--- config.mk ---
export PLATFORM = sky130hd
export DESIGN_NAME = infrared_pulse_endec
export DESIGN_NICKNAME = d
export VERILOG_FILES = /design/src/logic/ir_endec_pkg.sv /design/src/logic/infrared_pulse_endec.sv
export SDC_FILE = /design/constraint.sdc
export NUM_CORES = 1
export LEC_CHECK = 0
export BUFFER_PORTS_ARGS = -buffer_cell sky130_fd_sc_hd__buf_4
export CORE_MARGIN = 2
export CORE_UTILIZATION = 53
export CTS_CLUSTER_DIAMETER = 100
export DETAILED_ROUTE_END_ITERATION = 8
export GPL_ROUTABILITY_DRIVEN = 1
export PLACE_DENSITY = 0.85
export SYNTH_ARGS = -nofsm -noshare
export SYNTH_HDL_FRONTEND = slang
export SYNTH_SLANG_ARGS = --single-unit
--- constraint.sdc ---
create_clock -name sys_clk_in -period 2.8 [get_ports sys_clk_in]
set_input_delay 0.56 -clock sys_clk_in [delete_from_list [all_inputs] [get_ports sys_clk_in]]
set_output_delay 0.56 -clock sys_clk_in [all_outputs]
set_load 0.05 [all_outputs]
--- src/logic/ir_endec_pkg.sv ---
// constants and carrier types for the infrared pulse encoder/decoder
// assumes a uart on the same clock supplies its serial line and settings
// Behaviour
// - each bit spans sixteen baud clocks
// - one bit keeps transmit output low
// - zero bit: low 7, high 3, low 6
// - encoder enabled: pin carries pulses, not uart
// - decoder enabled: uart receive fed from decoder
// - half duplex, no receive while a zero bit is transmitted
// - bit rate is clock over 16 times divisor
// - infrared traffic only while uart enabled
// - decoder counter runs zero to fifteen
// - decoded stream lags input by eight clocks
// - falling edge resets decoder counter
// - count eight updates uart receive value
// - count twelve opens pulse window
// - window closes when count reaches eight
// - pulse repeats cycle, none decodes one
// - decoder never alters uart own timing
// - no register set of its own
// - baud divisor is sixteen bits wide
package ir_endec_pkg;

    // ==========================================================
    // bit timing in baud clocks
    localparam int unsigned BIT_CLKS       = 16;
    localparam logic [3:0]  BIT_LAST       = 4'hF;
    localparam logic [3:0]  TX_PULSE_START = 4'h7;
    localparam logic [3:0]  TX_PULSE_END   = 4'hA;
    localparam logic [3:0]  DEC_UPDATE_PRE = 4'h7;
    localparam logic [3:0]  DEC_UPDATE_CNT = 4'h8;
    localparam logic [3:0]  DEC_WIN_OPEN   = 4'hC;
    localparam logic [3:0]  CNT_RESET      = 4'h0;

    // ==========================================================
    // system clock and shortest incoming pulse
    localparam int unsigned SYS_CLK_HZ       = 40_000_000;
    localparam int unsigned MIN_PULSE_NS     = 1400;
    localparam int unsigned MIN_PULSE_CYCLES =
        (MIN_PULSE_NS * (SYS_CLK_HZ / 1_000_000)) / 1000;

    // ==========================================================
    // reset values
    localparam logic [15:0] DIV_CNT_RST = 16'h0000;
    localparam logic        TX_PIN_RST  = 1'b0;
    localparam logic        RX_LINE_RST = 1'b1;

    typedef enum logic [0:0] {
        DEC_IDLE  = 1'b0,
        DEC_TRACK = 1'b1
    } dec_state_t;

    // settings held in the uart control registers
    typedef struct packed {
        logic        uart_enable;
        logic        infrared_enable_bit;
        logic [15:0] baud_divisor;
    } endec_cfg_t;

endpackage

--- src/logic/infrared_pulse_endec.sv ---
// infrared pulse encoder/decoder between a uart and an infrared transceiver
// assumes cfg and uart_txd_in come from the uart on sys_clk_in;
// rxd_pin_in is asynchronous and is synchronised here
`timescale 1ns/10ps
`default_nettype none

module infrared_pulse_endec (
    // clock and reset
    input  wire logic                    sys_clk_in,
    input  wire logic                    nrst_in,
    // uart control settings
    input  wire ir_endec_pkg::endec_cfg_t cfg_in,
    // uart serial lines
    input  wire logic                    uart_txd_in,
    output logic                         uart_rxd_out,
    // device pins
    input  wire logic                    rxd_pin_in,
    output logic                         txd_pin_out,
    // status
    output logic                         baud_tick_out
);
    import ir_endec_pkg::*;

    // ==========================================================
    // mode decode
    wire ir_on;
    wire ir_off;
    assign ir_on  = cfg_in.infrared_enable_bit & cfg_in.uart_enable;
    assign ir_off = ~cfg_in.infrared_enable_bit;

    // ==========================================================
    // 16x baud tick from the 16-bit divisor
    logic [15:0] div_cnt_q;
    logic [15:0] div_cnt_d;
    logic        tick_q;
    wire  [15:0] div_last;
    wire         div_wrap;

    assign div_last  = (cfg_in.baud_divisor == 16'h0000) ? 16'h0000
                     : cfg_in.baud_divisor - 16'h0001;
    assign div_wrap  = (div_cnt_q >= div_last);
    assign div_cnt_d = div_wrap ? DIV_CNT_RST : div_cnt_q + 16'h0001;

    always_ff @(posedge sys_clk_in) begin
        if (!nrst_in) begin
            div_cnt_q <= DIV_CNT_RST;
            tick_q    <= 1'b0;
        end else begin
            div_cnt_q <= cfg_in.uart_enable ? div_cnt_d : DIV_CNT_RST;
            tick_q    <= cfg_in.uart_enable & div_wrap;
        end
    end

    // ==========================================================
    // encoder: bit phase restarts on every uart line change
    logic       txd_prev_q;
    logic       tx_bit_q;
    logic [3:0] tx_cnt_q;
    logic [3:0] tx_cnt_d;
    wire        tx_edge;
    wire        tx_pulse;

    assign tx_edge  = (uart_txd_in != txd_prev_q);
    assign tx_cnt_d = tx_edge ? CNT_RESET
                    : (tick_q ? tx_cnt_q + 4'h1 : tx_cnt_q);
    assign tx_pulse = ~tx_bit_q & (tx_cnt_q >= TX_PULSE_START)
                    & (tx_cnt_q < TX_PULSE_END);

    always_ff @(posedge sys_clk_in) begin
        if (!nrst_in) begin
            txd_prev_q <= 1'b1;
            tx_bit_q   <= 1'b1;
            tx_cnt_q   <= CNT_RESET;
        end else begin
            txd_prev_q <= uart_txd_in;
            tx_cnt_q   <= tx_cnt_d;
            if (tx_edge) begin
                tx_bit_q <= uart_txd_in;
            end
        end
    end

    // ==========================================================
    // receive pin synchroniser and edge detect
    logic rx_s1_q;
    logic rx_s2_q;
    logic rx_s3_q;
    wire  rx_fall;
    wire  tx_busy;

    assign tx_busy = ir_on & ~tx_bit_q;
    assign rx_fall = rx_s3_q & ~rx_s2_q & ~tx_busy;

    always_ff @(posedge sys_clk_in) begin
        if (!nrst_in) begin
            rx_s1_q <= RX_LINE_RST;
            rx_s2_q <= RX_LINE_RST;
            rx_s3_q <= RX_LINE_RST;
        end else begin
            rx_s1_q <= rxd_pin_in;
            rx_s2_q <= rx_s1_q;
            rx_s3_q <= rx_s2_q;
        end
    end

    // ==========================================================
    // decoder
    dec_state_t dec_state_q;
    dec_state_t dec_state_d;
    logic [3:0] dec_cnt_q;
    logic [3:0] dec_cnt_d;
    logic       got_q;
    logic       got_d;
    logic       dec_out_q;
    logic       dec_out_d;
    wire        win_open;
    wire        hit;
    wire        at_update;

    // window spans counts 12..15 and 0..7, once per bit
    assign win_open  = ~got_q & ((dec_cnt_q >= DEC_WIN_OPEN)
                     | (dec_cnt_q < DEC_UPDATE_CNT));
    assign hit       = rx_fall & ((dec_state_q == DEC_IDLE) | win_open);
    assign at_update = tick_q & (dec_cnt_q == DEC_UPDATE_PRE);

    always_comb begin
        dec_state_d = dec_state_q;
        dec_cnt_d   = dec_cnt_q;
        got_d       = got_q;
        dec_out_d   = dec_out_q;
        case (dec_state_q)
            DEC_IDLE: begin
                dec_out_d = 1'b1;
                if (hit) begin
                    dec_state_d = DEC_TRACK;
                    dec_cnt_d   = CNT_RESET;
                    got_d       = 1'b1;
                end
            end
            DEC_TRACK: begin
                if (hit) begin
                    dec_cnt_d = CNT_RESET;
                    got_d     = 1'b1;
                end else if (at_update) begin
                    dec_cnt_d = DEC_UPDATE_CNT;
                    dec_out_d = ~got_q;
                    got_d     = 1'b0;
                    if (!got_q) begin
                        dec_state_d = DEC_IDLE;
                    end
                end else if (tick_q) begin
                    dec_cnt_d = dec_cnt_q + 4'h1;
                end
            end
            default: begin
                dec_state_d = DEC_IDLE;
                dec_out_d   = 1'b1;
            end
        endcase
    end

    always_ff @(posedge sys_clk_in) begin
        if (!nrst_in || !ir_on) begin
            dec_state_q <= DEC_IDLE;
            dec_cnt_q   <= CNT_RESET;
            got_q       <= 1'b0;
            dec_out_q   <= RX_LINE_RST;
        end else begin
            dec_state_q <= dec_state_d;
            dec_cnt_q   <= dec_cnt_d;
            got_q       <= got_d;
            dec_out_q   <= dec_out_d;
        end
    end

    // ==========================================================
    // pin and uart line selection, registered before the outputs
    wire txd_sel;
    wire rxd_sel;

    assign txd_sel = ir_off ? uart_txd_in
                   : (ir_on & tx_pulse);
    assign rxd_sel = ir_off ? rx_s2_q
                   : (ir_on ? dec_out_q : RX_LINE_RST);

    always_ff @(posedge sys_clk_in) begin
        if (!nrst_in) begin
            txd_pin_out   <= TX_PIN_RST;
            uart_rxd_out  <= RX_LINE_RST;
            baud_tick_out <= 1'b0;
        end else begin
            txd_pin_out   <= txd_sel;
            uart_rxd_out  <= rxd_sel;
            baud_tick_out <= tick_q;
        end
    end

    // ==========================================================
    // checks
    a_tx_one_low: assert property (@(posedge sys_clk_in) disable iff (!nrst_in)
        ($past(ir_on) && $past(tx_bit_q)) |-> !txd_pin_out)
        else $error("transmit pin high while sending a one");

    a_tx_pulse_rise: assert property (@(posedge sys_clk_in) disable iff (!nrst_in)
        ($rose(txd_pin_out) && $past(ir_on) && $past(ir_on, 2))
        |-> ($past(tx_cnt_q) == 4'h7))
        else $error("infrared pulse did not start at count 7");

    a_tx_pulse_fall: assert property (@(posedge sys_clk_in) disable iff (!nrst_in)
        ($fell(txd_pin_out) && $past(ir_on) && $past(ir_on, 2) && !$past(tx_edge, 2))
        |-> ($past(tx_cnt_q) == 4'hA))
        else $error("infrared pulse did not end at count 10");

    a_tx_pin_source: assert property (@(posedge sys_clk_in) disable iff (!nrst_in)
        ($past(ir_on) && $past(nrst_in)) |-> (txd_pin_out == $past(tx_pulse)))
        else $error("transmit pin not driven by encoder");

    a_rx_from_dec: assert property (@(posedge sys_clk_in) disable iff (!nrst_in)
        ($past(ir_on) && $past(nrst_in)) |-> (uart_rxd_out == $past(dec_out_q)))
        else $error("uart receive not taken from decoder");

    a_bypass_path: assert property (@(posedge sys_clk_in) disable iff (!nrst_in)
        ($past(ir_off) && $past(nrst_in)) |-> (txd_pin_out == $past(uart_txd_in)
                           && uart_rxd_out == $past(rx_s2_q)))
        else $error("bypass path broken");

    a_uart_off_quiet: assert property (@(posedge sys_clk_in) disable iff (!nrst_in)
        (cfg_in.infrared_enable_bit && !cfg_in.uart_enable)
        |=> (!txd_pin_out && uart_rxd_out))
        else $error("infrared traffic with uart disabled");

    a_half_duplex: assert property (@(posedge sys_clk_in) disable iff (!nrst_in)
        tx_busy |-> !hit)
        else $error("receive edge accepted while transmitting");

    a_edge_resets: assert property (@(posedge sys_clk_in) disable iff (!nrst_in)
        (hit && ir_on) |=> (dec_cnt_q == 4'h0 && got_q))
        else $error("falling edge did not reset counter");

    a_update_at_8: assert property (@(posedge sys_clk_in) disable iff (!nrst_in)
        (ir_on && dec_state_q == DEC_TRACK && at_update && !hit)
        |=> (dec_cnt_q == 4'h8 && dec_out_q == !$past(got_q)))
        else $error("decoder output not updated at count 8");

    a_no_pulse_idle: assert property (@(posedge sys_clk_in) disable iff (!nrst_in)
        (ir_on && dec_state_q == DEC_TRACK && at_update && !got_q && !hit)
        |=> (dec_state_q == DEC_IDLE) ##1 uart_rxd_out)
        else $error("missing pulse not decoded as one");

    a_window_closed: assert property (@(posedge sys_clk_in) disable iff (!nrst_in)
        (dec_state_q == DEC_TRACK && dec_cnt_q >= 4'h8 && dec_cnt_q < 4'hC)
        |-> !win_open)
        else $error("window open between counts 8 and 11");

    a_idle_high: assert property (@(posedge sys_clk_in) disable iff (!nrst_in)
        (dec_state_q == DEC_IDLE && $past(dec_state_q) == DEC_IDLE) |-> dec_out_q)
        else $error("decoder output low while idle");

    a_tick_off: assert property (@(posedge sys_clk_in) disable iff (!nrst_in)
        !cfg_in.uart_enable |=> !tick_q)
        else $error("baud tick while uart disabled");

    a_dec_held_off: assert property (@(posedge sys_clk_in) disable iff (!nrst_in)
        !ir_on |=> (dec_state_q == DEC_IDLE && dec_out_q))
        else $error("decoder active while infrared path off");

    a_tick_at_wrap: assert property (@(posedge sys_clk_in) disable iff (!nrst_in)
        (cfg_in.uart_enable && div_wrap) |=> (tick_q && div_cnt_q == DIV_CNT_RST))
        else $error("baud tick missing at divisor wrap");

    a_tx_phase_restart: assert property (@(posedge sys_clk_in) disable iff (!nrst_in)
        tx_edge |=> (tx_cnt_q == CNT_RESET && tx_bit_q == $past(uart_txd_in)))
        else $error("encoder phase not restarted on bit edge");

    a_dec_count_step: assert property (@(posedge sys_clk_in) disable iff (!nrst_in)
        (ir_on && dec_state_q == DEC_TRACK && tick_q && !hit && !at_update)
        |=> (dec_cnt_q == $past(dec_cnt_q) + 4'h1))
        else $error("decoder counter did not step on tick");

    a_one_pulse_window: assert property (@(posedge sys_clk_in) disable iff (!nrst_in)
        (dec_state_q == DEC_TRACK && got_q) |-> !win_open)
        else $error("second pulse accepted in one window");

    a_out_on_update: assert property (@(posedge sys_clk_in) disable iff (!nrst_in)
        ($changed(dec_out_q) && $past(ir_on) && $past(nrst_in)) |-> $past(at_update))
        else $error("decoder output changed between updates");

    c_tx_pulse: cover property (@(posedge sys_clk_in) disable iff (!nrst_in)
        ir_on && $rose(txd_pin_out));

    c_dec_zero: cover property (@(posedge sys_clk_in) disable iff (!nrst_in)
        ir_on && $fell(uart_rxd_out));

    c_win_rehit: cover property (@(posedge sys_clk_in) disable iff (!nrst_in)
        dec_state_q == DEC_TRACK && hit && dec_cnt_q >= 4'hC);

    c_bypass: cover property (@(posedge sys_clk_in) disable iff (!nrst_in)
        ir_off && $fell(txd_pin_out));

    c_dec_idle_return: cover property (@(posedge sys_clk_in) disable iff (!nrst_in)
        ir_on && dec_state_q == DEC_TRACK ##1 dec_state_q == DEC_IDLE);

endmodule

`default_nettype wire

Word-level counts from Yosys, hierarchy flattened:

Index checks and enable logic that the tools add are counted.

* add/subtract/negate cells: 4
* magnitude comparators: 5
* eq/ne operators: 7
* multiplexer cells: 21
* bitwise logic cells: 20
* reduce and logical (&&, ||, !) cells: 9

Operators with widths (number)
* $add A16 B1 Y16 const B: 1
* $ge A16 B16 Y1: 1
* $logic_not A16 Y1: 1
* $mux W16: 1
* $mux W4: 4
* $sub A16 B1 Y16 const B: 1
* $mux W1: 12
* $and A1 B1 Y1: 11
* $add A4 B1 Y4 const B: 2
* $lt A4 B4 Y1 const B: 2
* $pmux W4 S2: 1
* $not A1 Y1: 7
* $pmux W1 S2: 3
* $reduce_and A2 Y1: 3
* $eq A4 B3 Y1 const B: 1
* $ge A4 B3 Y1 const B: 1
* $ge A4 B4 Y1 const B: 1
* $ne A2 B2 Y1 const B: 2
* $ne A4 B2 Y1 const B: 1
* $ne A3 B1 Y1 const B: 1
* $reduce_or A3 Y1: 1
* $logic_not A1 Y1: 2
* $ne A2 B1 Y1 const B: 1
* $or A1 B1 Y1: 2
* 3 further kinds: 3

* register bits after elaboration: 36
* output and inout port bits: 3
* word-level logic and storage cells: 81

Longest topological paths before layout:

* depth in word-level cells: 7
* mapped depth: 13

Least setup slack after synthesis:

OpenSTA, ideal clock, no wires.

* kind: in2reg
* from: input port cfg_in[10] (netlist name)
* to: register div_cnt_q[3]
* arrival time: 2879 ps
* path slack: -198 ps
* stages on the path: 12
* buffers on the path: 1
* cells stage by stage: or4_4 nor3_4 nand2_1 xnor2_1 nand2_1 ha_1 nand4_1 nor4_1 o31ai_2 nand4_4 buf_8 nor2_4

* cells in the longest elaborated chain, start to end: 4
* elaborated cells between the ends (all ways): 5
* those cells by class: add/sub: 1; order compare: 1; mux: 1; reduce/logical: 2

Ends and longest elaborated chain
* start: declaration: RTL line infrared_pulse_endec.sv:12 `input wire ir_endec_pkg::endec_cfg_t cfg_in,`
* $sub A16 B1 Y16 or $logic_not A16 Y1 (tied branches): RTL line infrared_pulse_endec.sv:40, infrared_pulse_endec.sv:39
* $mux W16 *: RTL line infrared_pulse_endec.sv:39 `assign div_last = (cfg_in.baud_divisor == 16'h0000) ? 16'h0000`
* $ge A16 B16 Y1 *: RTL line infrared_pulse_endec.sv:41 `assign div_wrap = (div_cnt_q >= div_last);`
* $reduce_or A3 Y1 (no line) *
* end signal: assignment: RTL line infrared_pulse_endec.sv:49 `div_cnt_q <= cfg_in.uart_enable ? div_cnt_d : DIV_CNT_RST;`
* end: declaration: RTL line infrared_pulse_endec.sv:33 `logic [15:0] div_cnt_q;`

Mark *: on every way between the ends. The rest lies on a longest branch, timed or not.
A chain may end at the register's enable or synchronous reset.

Worst setup path in the final report:

* from: input port cfg_in[10] (netlist name)
* to: register div_cnt_q[13]

Same word-level chain as after synthesis.

==> impl.org <==
** Status
- Outcome :: finished, violations left
- Violations in the final reports :: setup timing

** Placed design
- After legalization and detailed placement, the total HPWL measured 3590 um.
- Input and output buffers added on the ports amount to 24.
- At the end of routability-driven placement, the weighted congestion stood at 0.808.
- The number of placed instances, taps included, is 348.

** Clocking
- The clock passes through at most 2 buffers.
- Clock tree from TritonCTS :: done
- Clk_lat worst skew :: 0.28 ns
- Number of H-tree levels :: 2
- The tree is rooted in a clkbuf_8.
- The number of hold buffers added after CTS was 0.
- For this design, the sink count on the clock tree is 36.
- Clock transition at the registers of the reported paths :: 0.07 ns
- Total CTS buffers :: 5

** Floorplan
- During I/O placement, the number of pins put on the boundary was 25.
- Die area :: 0.00477 mm2
- In this run the standard cell core region covers 0.00403 mm2.
- Once the floorplan was initialized, standard cells occupied 55.7% of the core.
- Height of the chip :: 69.0 um
- Floorplan row count :: 23
- Measured along the x axis, the die boundary spans 69.0 um.

** Timing
- The clock arrives with 0.00768 ns of skew.
- In the post-route analysis, the smallest setup slack over all paths is -0.122 ns.
- Final Hold Viols :: 0
- In this run the tightest slew margin relative to its limit is 72.0%.
- The routed design could run at a clock period as short as 2.92 ns.
- Setup violations remaining at the end of the flow were counted as 17.
- After layout, the worst path uses 104% of the clock period.
- Across all hold checks on the routed design, the worst slack comes to 0.402 ns.
- At the pin with the least slew margin, the transition time is 0.420 ns.
- For this run, the top clock speed supported by timing is 342 MHz.
- Setup repair after global routing missed its margin :: true
- The count of pins over their slew limit was 0.

** Power
- In this run, the clock network consumes 35.6% of the power.
- Net Sw Frac :: 23.7%
- Of the total power, registers draw 50.1%.
- Total chip power :: 0.00104 W
- Internal power summed over all cells :: 0.000794 W
- The worst-case IR drop observed on VDD is 0.346 mV.
- Summed over all cells, the static leakage comes to 1.20 nW.
- In this run the power density over the cells is 368 mW/mm2.
- Summed over all nets, the switching power comes to 0.000247 W.
- The share of total power dissipated in combinational logic is 14.4%.

** Synth
- In this run the cell area of the synthesized design comes to 0.00224 mm2.
- Of all flip-flops after synthesis, the portion carrying an async set or reset was 0%.
- Number of flops mapped to enable cells by yosys :: 0
- The share of synthesized area in the top cell type comes to 32.1%.
- Synth area leaders :: dfxtp_1, ha_1, xor2_1
- Among all cell types in the netlist, the one instantiated most often is dfxtp_1.
- After technology mapping, the gate count stands at 259.
- Mean area per synthesized cell :: 8.66 um2
- In this run, synthesis produced a sequential element count of 36.
- Yosys warning count :: 0
- Among all flip-flop cells after synthesis, the most frequent one is dfxtp_1.
- When the netlist entered floorplanning its net count stood at 302.
- dfxtp_1 takes more of the synthesized area than any other cell.
- Post-synthesis cell type count :: 45
- Seq/Total Area, Yosys :: 32.1%
- Top cells by instance count after synthesis :: dfxtp_1, nand2_1, nor2_1, xor2_1, ha_1

** Critical path
- CP cell instances :: buf_6 -> or4_4 -> nor3_4 -> xor2_1 -> nand2_1 -> ha_1 -> nand4_1 -> nor4_2 -> o31ai_2 -> nand4_4 -> clkbuf_16 -> nor2_4
- R2R setup slack :: 0.88 ns
- For this run, the slowest stage of the critical path takes 0.56 ns.
- Data arrives at the worst endpoint at 3.09 ns.
- The critical path is of the input pin to flip-flop type.
- Critical path's slowest cell :: or4_4
- The worst setup path is captured at a flip-flop.
- Along the worst path, the maximum fanout reaches 6.
- CP startpoint kind :: input pin
- Required time at the endpoint of the critical path :: 2.97 ns

** Drt
- Detailed routing inserted a total of 1962 vias.
- Routed Antenna Nets :: 0
- In this run, the number of DRC markers left after iteration 0 of detailed routing was 95.
- Total Routed Length :: 4950 um
- Using the TritonRoute via totals, the vias-per-cell ratio works out to 5.47.
- Post-detailed-route wirelength per cell :: 13.8 um
- Number of detailed-routing iterations run before antenna repair :: 4
- DR DRC count :: 0

** Layout
- The area growth from synthesis to layout is 26.3%.
- Post-route insts no fill :: 359
- The net count of the finished layout is 351.
- Fill cell count :: 305
- Fraction of final layout cells with drive strength greater than 1 :: 25.6%
- Ant. Diodes :: 0

** Global route
- Wire length of the first global-routing pass :: 8510 um
- The initial antenna violation count is 0.
- Total overflow reported by the global router :: 0
- GRT Resource Usage Total :: 21.4%
- Number of global-route vias before repair :: 1998
- Entering global routing, the biggest net connects 14 pins.

** Min path
- Class of the tightest hold or removal check :: flip-flop to flip-flop

** Run
- Max-Cap Viols :: 0
-- layer usage --
layer / vias up / global-route usage [%] / share of wire (%)
met4: 0 / 5.01 / 1.5
met2: 38 / 38.7 / 51
met5: - / 0 / 0
met1: 917 / 24.6 / 44
met3: 8 / 6.14 / 3.4
li1: 999 / - / -
-- kinds of logic (layout without fill, tap and decap cells) --
| kind of cell | count (synthesis) | count (layout) | synth area share (%) |
|---|---|---|---|
| buffers and inverters | 14 | 64 | 2.90 |
| adders and majority gates | 22 | 22 | 12.2 |
| muxes | 1 | 1 | 0.446 |
| and+or+nand+nor | 126 | 126 | 31.8 |
| xor gates and xnor gates | 31 | 31 | 12.1 |
| DFF | 36 | 36 | 32.1 |
| AOI/OAI and AO/OA | 29 | 29 | 8.43 |
-- power by group through the flow --
| stage | Clock (W) | Sequential, W | Combinational, W |
|---|---|---|---|
| 5_1_grt | 0.000406 | 0.000522 | 0.000165 |
| 4_1_cts | 0.000383 | 0.000521 | 0.000139 |
| 3_5_place_dp | 0 | 0.000533 | 0.000136 |
| 3_3_place_gp | 0 | 0.000533 | 0.000131 |
| 6_report | 0.000370 | 0.000521 | 0.000150 |
| 2_1_floorplan | 0 | 0.000535 | 0.0000687 |
-- layout make-up --
| class | instances | area, um2 | area share [%] |
|---|---|---|---|
| Inverter | 8 | 30.0 | 1.06 |
| Multi-Input combinational cell | 209 | 1520 | 53.8 |
| Timing Repair Buffer | 48 | 402 | 14.2 |
| Sequential cell | 36 | 721 | 25.4 |
| Tap cell | 50 | 62.6 | 2.21 |
| Clock buffer | 7 | 86.3 | 3.05 |
| Clock inverter | 1 | 7.51 | 0.265 |
-- timing repair --
item / CTS / global route
endpoints found under the setup margin: 16 / 17
pin swaps: 0 / 8
cloned: 0 / 1
setup buffers: 1 / 1
resized for setup: 3 / 8
-- critical path: cells and delay by family --
kind                       cells  cell delay (ns)
buffers and inverters          2             0.29
AOI/OAI and AO/OA              1             0.15
adders and majority gates      1             0.34
and+or+nand+nor                7             1.58
xor gates and xnor gates       1             0.18
-- sequential cells by signal (all words and copies together), names as in the netlist --
| register | count |
|---|---|
| uart_rxd_out | 1 |
| rx_s1_q | 1 |
| tx_bit_q | 1 |
| dec_state_q | 1 |
| rx_s3_q | 1 |
| txd_prev_q | 1 |
| div_cnt_q | 16 |
| rx_s2_q | 1 |
| dec_out_q | 1 |
| tick_q | 1 |
| dec_cnt_q | 4 |
| tx_cnt_q | 4 |
| baud_tick_out | 1 |
| txd_pin_out | 1 |
| got_q | 1 |
-- cells in the final DEF, fill, tap and decap left out, types with 3 or more instances in the layout --
cell type and n:
nor4_2 3, nand3_1 12, and3_1 4, xnor2_1 8
xor2_1 23, inv_1 8, buf_4 43, nand2_1 35
nor3_1 4, dfxtp_1 36, o21ai_0 3, a21oi_1 11
nand2b_1 5, nor2_4 9, buf_6 3, ha_1 19
nor2b_1 4, nand4_1 6, nor2_1 24, nor2_2 4
clkbuf_8 6
-- per-stage QoR --
stage	utilization (%)	TNS (ns)	instance area [um2]	setup WS (ns)
2_1_floorplan	-	-0.428	2260	-0.0447
3_3_place_gp	65.3	-3.86	2630	-0.239
3_5_place_dp	65.3	-5.69	2630	-0.356
4_1_cts	68.5	-0.0153	2760	-0.0153
5_1_grt	70.3	-3.45	2830	-0.232
6_report	70.3	-1.55	2830	-0.122
-- final timing paths --
path | start | to | cells after the start
hold reg to reg | rx_s1_q | rx_s2_q | 1
setup / recovery | cfg_in[10] | div_cnt_q[13] | 12
hold / removal | rx_s1_q | rx_s2_q | 1
setup reg to reg | div_cnt_q[1] | div_cnt_q[13] | 7
No activity file was read; power rests on OpenSTA's default activity.
